==> config.mk <==
export PLATFORM = sky130hd
export DESIGN_NAME = osr_output_router
export DESIGN_NICKNAME = d
export VERILOG_FILES = /design/src/inc/osr_pkg.sv /design/src/rtl/osr_route_cell.sv /design/src/rtl/osr_output_router.sv
export SDC_FILE = /design/constraint.sdc
export NUM_CORES = 1
export LEC_CHECK = 0
export BUFFER_PORTS_ARGS = -buffer_cell sky130_fd_sc_hd__buf_2
export CORE_MARGIN = 2
export CORE_UTILIZATION = 50
export CTS_CLUSTER_DIAMETER = 200
export DETAILED_ROUTE_END_ITERATION = 6
export PLACE_DENSITY = 0.8
export SLEW_MARGIN = 10
export SYNTH_ARGS = -nofsm -noshare
export SYNTH_HDL_FRONTEND = slang
export SYNTH_SLANG_ARGS = --single-unit
export TNS_END_PERCENT = 30
==> constraint.sdc <==
create_clock -name clk -period 4.7 [get_ports clk]
set_clock_uncertainty 0.1 [all_clocks]
set_input_delay 1.41 -clock clk [delete_from_list [all_inputs] [get_ports clk]]
set_output_delay 1.41 -clock clk [all_outputs]
set_load 0.005 [all_outputs]
==> src/inc/osr_pkg.sv <==
package osr_pkg;
  // Register indices on the plain register port
  localparam logic [3:0]  ADDR_ROUTE_TWO    = 4'h0;
  localparam logic [3:0]  ADDR_ROUTE_THREE  = 4'h1;
  localparam logic [3:0]  ADDR_ACTIVE_TWO   = 4'h2;
  localparam logic [3:0]  ADDR_ACTIVE_THREE = 4'h3;
  localparam logic [3:0]  ADDR_RESTART      = 4'h4;
  localparam logic [3:0]  ADDR_STATUS       = 4'h5;
  localparam int          ADDR_W            = 4;
  localparam int          DATA_W            = 16;
  localparam int          TERM_N            = 6;
  localparam int          SIG_N             = 7;
  // Digit coding
  localparam logic [3:0]  DIGIT_OFF         = 4'h6;
  localparam logic [3:0]  DIGIT_MAX         = 4'h6;
  // Factory values, BCD, per axis
  localparam logic [15:0] ROUTE_TWO_AXIS_A   = 16'h6611;
  localparam logic [15:0] ROUTE_TWO_AXIS_B   = 16'h6644;
  localparam logic [15:0] ROUTE_THREE_AXIS_A = 16'h0666;
  localparam logic [15:0] ROUTE_THREE_AXIS_B = 16'h3666;
  // Value held before the factory load
  localparam logic [15:0] ROUTE_RESET        = 16'h6666;
  // Digit field positions
  localparam int          DIG0_LSB = 0;
  localparam int          DIG1_LSB = 4;
  localparam int          DIG2_LSB = 8;
  localparam int          DIG3_LSB = 12;
  // Restart command bit and status bits
  localparam int          RESTART_BIT      = 0;
  localparam int          STAT_PENDING_BIT = 0;
  localparam int          STAT_AXIS_BIT    = 1;
  localparam int          STAT_BADWR_BIT   = 2;
  localparam int          STAT_TERM_LSB    = 8;
endpackage : osr_pkg

==> src/rtl/osr_route_cell.sv <==
`timescale 1ns/1ps
`default_nettype none
// One routing digit: decodes a digit into a terminal select mask.
module osr_route_cell
  import osr_pkg::*;
(
  input  wire logic [3:0]        digit,
  input  wire logic              sig_in,
  output logic      [TERM_N-1:0] term_mask
);
  genvar t;
  generate
    for (t = 0; t < TERM_N; t++) begin : g_term
      assign term_mask[t] = sig_in & (digit == 4'(t));
    end
  endgenerate
endmodule : osr_route_cell
`default_nettype wire

==> src/rtl/osr_output_router.sv <==
`timescale 1ns/1ps
`default_nettype none
// Notes on behaviour
// - Word two digits 0..6, factory 6611/6644
// - Digit n 0..5 drives terminal n
// - Digit 6 routes signal nowhere
// - Word two second digit: speed limit
// - Word two third digit: warning
// - Word three factory 0666/3666, restart applies
// - Word three lowest digit: position_out_a position
// - Word three second digit: index pulse
// - Word three third digit: multiplier switch
// - Word three highest digit: fault
module osr_output_router
  import osr_pkg::*;
(
  input  wire logic                      clk,
  input  wire logic                      arst_n,
  input  wire logic                      axis_b_sel,
  input  wire logic [osr_pkg::ADDR_W-1:0] reg_addr,
  input  wire logic [osr_pkg::DATA_W-1:0] reg_wdata,
  input  wire logic                      reg_wr,
  input  wire logic                      reg_rd,
  output logic      [osr_pkg::DATA_W-1:0] reg_rdata,
  input  wire logic                      torque_limit_detect_out,
  input  wire logic                      speed_limit_detect_out,
  input  wire logic                      warning_out,
  input  wire logic                      position_out_a,
  input  wire logic                      encoder_index_pulse_out,
  input  wire logic                      pulse_multiplier_switch_out,
  input  wire logic                      fault_out,
  output logic                           gp_output_terminal_0,
  output logic                           gp_output_terminal_1,
  output logic                           gp_output_terminal_2,
  output logic                           gp_output_terminal_3,
  output logic                           gp_output_terminal_4,
  output logic                           gp_output_terminal_5
);
  import osr_pkg::*;

  typedef enum logic [1:0] {OSR_RESET, OSR_LOAD, OSR_RUN} osr_state_t;

  function automatic logic digit_valid(input logic [3:0] d);
    digit_valid = (d <= DIGIT_MAX);
  endfunction : digit_valid

  function automatic logic [3:0] field_of(input logic [15:0] w, input int lsb);
    field_of = w[lsb+:4];
  endfunction : field_of

  function automatic logic digits_ok(input logic [15:0] w);
    digits_ok = digit_valid(w[DIG0_LSB+:4]) && digit_valid(w[DIG1_LSB+:4]) &&
                digit_valid(w[DIG2_LSB+:4]) && digit_valid(w[DIG3_LSB+:4]);
  endfunction : digits_ok

  // Reset release
  logic rst_s1;
  logic rst_n;
  always_ff @(posedge clk or negedge arst_n) begin
    if (!arst_n) begin
      rst_s1 <= 1'b0;
      rst_n  <= 1'b0;
    end else begin
      rst_s1 <= 1'b1;
      rst_n  <= rst_s1;
    end
  end

  // Pin synchronisers: 7 sources
  logic [SIG_N-1:0] src_raw;
  logic [SIG_N-1:0] src_s1;
  logic [SIG_N-1:0] src;
  assign src_raw = {fault_out, pulse_multiplier_switch_out, encoder_index_pulse_out,
                    position_out_a, warning_out, speed_limit_detect_out,
                    torque_limit_detect_out};
  always_ff @(posedge clk or negedge rst_n) begin
    if (!rst_n) begin
      src_s1 <= '0;
      src    <= '0;
    end else begin
      src_s1 <= src_raw;
      src    <= src_s1;
    end
  end

  // Axis strap: no reset, so it is settled when the factory load happens
  logic axis_s1;
  logic axis_s2;
  always_ff @(posedge clk) begin
    axis_s1 <= axis_b_sel;
    axis_s2 <= axis_s1;
  end

  // Stored words and active copies
  logic [15:0] route_two;
  logic [15:0] route_three;
  logic [15:0] active_two;
  logic [15:0] active_three;
  logic        pending;
  logic        bad_write;
  osr_state_t  state;
  osr_state_t  next_state;

  wire wr_two     = reg_wr && (reg_addr == ADDR_ROUTE_TWO);
  wire wr_three   = reg_wr && (reg_addr == ADDR_ROUTE_THREE);
  wire wr_restart = reg_wr && (reg_addr == ADDR_RESTART) && reg_wdata[RESTART_BIT];
  wire wr_word    = wr_two || wr_three;
  wire wr_good    = wr_word && digits_ok(reg_wdata);
  wire wr_bad     = wr_word && !digits_ok(reg_wdata);
  wire rd_status  = reg_rd && (reg_addr == ADDR_STATUS);
  wire wdata_ok   = digits_ok(reg_wdata);
  wire [15:0] fact_two   = axis_s2 ? ROUTE_TWO_AXIS_B : ROUTE_TWO_AXIS_A;
  wire [15:0] fact_three = axis_s2 ? ROUTE_THREE_AXIS_B : ROUTE_THREE_AXIS_A;

  always_comb begin
    case (state)
      OSR_RESET: next_state = OSR_LOAD;
      OSR_LOAD:  next_state = OSR_RUN;
      OSR_RUN:   next_state = wr_restart ? OSR_LOAD : OSR_RUN;
      default:   next_state = OSR_RESET;
    endcase
  end

  always_ff @(posedge clk or negedge rst_n) begin
    if (!rst_n) begin
      state <= OSR_RESET;
    end else begin
      state <= next_state;
    end
  end

  // Software words: factory value caught in the first cycle after reset
  always_ff @(posedge clk or negedge rst_n) begin
    if (!rst_n) begin
      route_two <= ROUTE_RESET;
    end else if (state == OSR_RESET) begin
      route_two <= fact_two;
    end else if (wr_two && wdata_ok) begin
      route_two <= reg_wdata;
    end
  end

  always_ff @(posedge clk or negedge rst_n) begin
    if (!rst_n) begin
      route_three <= ROUTE_RESET;
    end else if (state == OSR_RESET) begin
      route_three <= fact_three;
    end else if (wr_three && wdata_ok) begin
      route_three <= reg_wdata;
    end
  end

  // Active words change only on a load
  always_ff @(posedge clk or negedge rst_n) begin
    if (!rst_n) begin
      active_two <= ROUTE_RESET;
    end else if (state == OSR_LOAD) begin
      active_two <= route_two;
    end
  end

  always_ff @(posedge clk or negedge rst_n) begin
    if (!rst_n) begin
      active_three <= ROUTE_RESET;
    end else if (state == OSR_LOAD) begin
      active_three <= route_three;
    end
  end

  // Pending: set by an accepted word write, cleared by a load
  always_ff @(posedge clk or negedge rst_n) begin
    if (!rst_n) begin
      pending <= 1'b0;
    end else if (wr_good) begin
      pending <= 1'b1;
    end else if (state == OSR_LOAD) begin
      pending <= 1'b0;
    end
  end

  // Refused write: a new refusal wins over the clearing status read
  always_ff @(posedge clk or negedge rst_n) begin
    if (!rst_n) begin
      bad_write <= 1'b0;
    end else if (wr_bad) begin
      bad_write <= 1'b1;
    end else if (rd_status) begin
      bad_write <= 1'b0;
    end
  end

  // Routing: one cell per signal
  logic [3:0]        digit [SIG_N];
  logic [TERM_N-1:0] mask  [SIG_N];
  assign digit[0] = field_of(active_two, DIG0_LSB);
  assign digit[1] = field_of(active_two, DIG1_LSB);
  assign digit[2] = field_of(active_two, DIG2_LSB);
  assign digit[3] = field_of(active_three, DIG0_LSB);
  assign digit[4] = field_of(active_three, DIG1_LSB);
  assign digit[5] = field_of(active_three, DIG2_LSB);
  assign digit[6] = field_of(active_three, DIG3_LSB);

  genvar s;
  generate
    for (s = 0; s < SIG_N; s++) begin : g_sig
      osr_route_cell u_cell (
        .digit     (digit[s]),
        .sig_in    (src[s]),
        .term_mask (mask[s])
      );
    end
  endgenerate

  logic [TERM_N-1:0] next_term;
  always_comb begin
    next_term = '0;
    for (int i = 0; i < SIG_N; i++) begin
      next_term = next_term | mask[i];
    end
  end

  logic [TERM_N-1:0] term;
  always_ff @(posedge clk or negedge rst_n) begin
    if (!rst_n) begin
      term <= '0;
    end else if (state == OSR_RUN) begin
      term <= next_term;
    end else begin
      term <= '0;
    end
  end

  always_ff @(posedge clk or negedge rst_n) begin
    if (!rst_n) begin
      gp_output_terminal_0 <= 1'b0;
      gp_output_terminal_1 <= 1'b0;
      gp_output_terminal_2 <= 1'b0;
      gp_output_terminal_3 <= 1'b0;
      gp_output_terminal_4 <= 1'b0;
      gp_output_terminal_5 <= 1'b0;
    end else begin
      gp_output_terminal_0 <= term[0];
      gp_output_terminal_1 <= term[1];
      gp_output_terminal_2 <= term[2];
      gp_output_terminal_3 <= term[3];
      gp_output_terminal_4 <= term[4];
      gp_output_terminal_5 <= term[5];
    end
  end

  // Register read port
  logic [15:0] next_rdata;
  wire  [TERM_N-1:0] stat_term   = term;
  wire  [4:0]        stat_spare  = 5'b0_0000;
  wire  [2:0]        stat_flags  = {bad_write, axis_s2, pending};
  wire  [15:0]       status_word = {2'b00, stat_term, stat_spare, stat_flags};
  always_comb begin
    case (reg_addr)
      ADDR_ROUTE_TWO:    next_rdata = route_two;
      ADDR_ROUTE_THREE:  next_rdata = route_three;
      ADDR_ACTIVE_TWO:   next_rdata = active_two;
      ADDR_ACTIVE_THREE: next_rdata = active_three;
      ADDR_STATUS:       next_rdata = status_word;
      default:           next_rdata = 16'h0000;
    endcase
  end

  always_ff @(posedge clk or negedge rst_n) begin
    if (!rst_n) begin
      reg_rdata <= 16'h0000;
    end else if (reg_rd) begin
      reg_rdata <= next_rdata;
    end else begin
      reg_rdata <= 16'h0000;
    end
  end
endmodule : osr_output_router
`default_nettype wire

==> flow_summary.toml <==
[clocking]
root_buffer = "clkbuf_8"
max-clock-path-buffers = 2
cts_tree = "yes"
postCtsSetupRepairBufs = 0
clkLatencyLatePin_ps = 520
cts_sinks = 114
numCtsBuffers = 17
cts_resized = 0
path_clk_slew_ps = 60
h-tree-depth = 4
holdBufCountCts = 0

[yosys]
yosys.area.top_type = "dfrtp_1"
synth_top_cell_area_share_pct = 41.4
yosysUniqueCellTypes = 54
synth-simple-area-share_pct = 20.3
synth_top_family_by_area = "simple AND/OR/NAND/NOR gates"
yosys_warnings = 0
seq_area_frac_synth_pct = 59.6
netlist_area_sq_um = 4840
syn_inst = 447
synth_xor_area_share_pct = 0
synthTopCellsByArea = "dfrtp_1, dfstp_2, nand2_1, a21oi_1, a222oi_1"
synth.avg_cell_area_sq_um = 10.8
ys_ff_latch = 114
synthMuxAreaShare_pct = 1.35
synth_compound_area_share_pct = 15.7
synthAdderAreaFrac_pct = 0
syn-num-nets = 479

[grt]
grt.total_usage_pct = 26.5
globalRoute.busiestLayer = "met2"
grtUsageMet2_pct = 40.1
grt_pass1_vias = 3878
antenna_found_initial = 0
grt.met3_usage_pct = 7.66
gr-total-overflow = 0
grt_max_degree = 71
grt_pass1_wl_um = 20700
grtUsageMet1_pct = 36.0

[floorplan]
num_rows = 35
start_util_pct = 51.8
dieArea_sq_um = 10500
core_sq_um = 9330
die_w_um = 102
ios = 54
die_height_um = 102

[setup_path]
reg2reg_depth = 2
startpoint_type = "primary input"
worstPathArrival_ps = 3430
crit_slowest_cell = "nor4_4"
slowest_delay_ps = 810
rr_endpoint = "state[1]"
crit_start = "reg_addr[0]"
critical_path_required_ps = 4960
worstReg2RegStart = "state[1]"
path_class = "primary input to register"
worstPathCellList = "buf_2 > nor4_4 > nand4_1 > o21ai_0 > a21oi_1"
cp-end-kind = "register"
cp-endpoint = "route_two[8]"
cp_max_fo = 14
rrSetupSlack_ps = 2870

[sta]
setup_viol = 0
finalWorstSetupSlack_ps = 1530
fmax_ghz = 0.316
final_hold_viol_count = 0
rsz0062_at_grt = "no"
fin_crit_sh_pct = 67.4
whs_ps = 226
relSlewSlack_pct = 25.7
setup_tns_ps = 0
finalMaxSlewViolations = 0
min_period_ps = 3170
worstMarginPinSlew_ps = 1110

[finish]
multi_input_area_sq_um = 1810
fill_cells = 750
area_growth_pct = 19.2
drive_gt1_share_pct = 25.8
instances_no_fill = 641
diodes = 0
layout_commonest_cell = "nand2_1"
seq_area_sq_um = 2890
layout_common_cells = "nand2_1, dfrtp_1, buf_2, dfstp_2, a21oi_1"
nets = 532

[run_status]
violations = "DRC"
status = "finished with violations"

[drt]
wl_per_cell_um = 20.0
via_count = 4018
drt-total-wl_um = 12900
ant_nets = 0
viasPerCell = 6.27
first_pass_iters = 7
drc = 9
drt_iter0_drc = 528

[placement]
port_buffers = 53
post-place-ws_ps = 1180
place_inst = 610
post-dp-hpwl_um = 8160
gp_congestion = 0.962

[flow_run]
drv_cap = 0

[pwr]
ir_drop_v = 0.000243
power_density_nw_per_um2 = 558
p_leak_nw = 2.57

[worst_hold_path]
hold_class = "register to register"
[cell families after synthesis]
family                 after synthesis
AND/OR/NAND/NOR                    184
multiplexers                         6
buffers and inverters               32
flip-flops                         114
other                                1
AO/OA/AOI/OAI                      110
[critical path: cells and delay by family]
family	cells	cell delay, ps
AOI/OAI and AO/OA	2	470
buffers and inverters	1	180
and+or+nand+nor	2	1350
[report_power, final]
part,leakage (nW),internal (W),switching (W)
clock,0.288,0.000834,0.000420
combinational,0.874,0.000205,0.000387
sequential,1.41,0.00119,0.000181
[metrics by stage]
step	power, W	cell area [sq um]	utilization (%)
floorplan	0.00173	4840	-
global placement	0.00191	5180	55.6
global route	0.00335	5760	61.8
finish	0.00322	5760	61.8
CTS	0.00321	5760	61.8
detailed placement	0.00194	5180	55.6
[sequential cells by signal (all words and copies together), names as in the netlist, 2 cells and up]
signal        cells
reg_rdata        16
stat_term         6
active_three     16
route_two        16
src               7
active_two       16
src_s1            7
route_three      16
state             2
[cell type report]
class	count	share of cell area (%)
Sequential cell	114	50.1
Inverter	10	0.651
Timing Repair Buffer	56	4.99
Clock buffer	27	8.88
Tap cell	129	2.80
Clock inverter	4	1.22
Multi-Input combinational cell	301	31.4
[worst min-delay path by stage]
stage,cells past startpoint,slack [ps],startpoint,end
2_1_floorplan,0,210,axis_s1,axis_s2
3_3_place_gp,0,210,axis_s1,axis_s2
3_5_place_dp,0,210,axis_s1,axis_s2
4_1_cts,0,230,axis_s1,axis_s2
5_1_grt,0,230,axis_s1,axis_s2
6_report,0,230,axis_s1,axis_s2
[synth_stat cells, drive strengths merged]
cell    instances
or3b            2
a221oi          1
o22ai           4
a222oi         12
a32o            2
nor4bb          1
a21oi          28
a32oi           2
clkbuf         13
nand4b          1
and4b           1
a41oi           4
nand3          23
o22a            6
mux2i           2
dfstp          32
nand2b          3
dfrtp          80
nand4           4
and3            8
or2             1
mux2            4
nand2          92
conb            1
dfxtp           2
or4bb           3
nor3b           5
a31oi           6
nor4b           4
nor2           10
buf             9
or3             1
o21ai          23
a41o            1
and4bb          1
nand3b          4
nor4            3
a22oi          15
and2            6
nor2b           1
nor3            6
a22o            4
a311oi          2
inv            10
and4            4
[layer usage]
metal  wire, um  vias to the layer above  share of wire (%)
met2       5950                      272                 46
li1           -                     1749                  -
met3       1390                       51                 11
met1       5090                     1946                 40
met4        424                        0                3.3
met5          0                        -                  0
No activity file was read; power rests on OpenSTA's default activity.
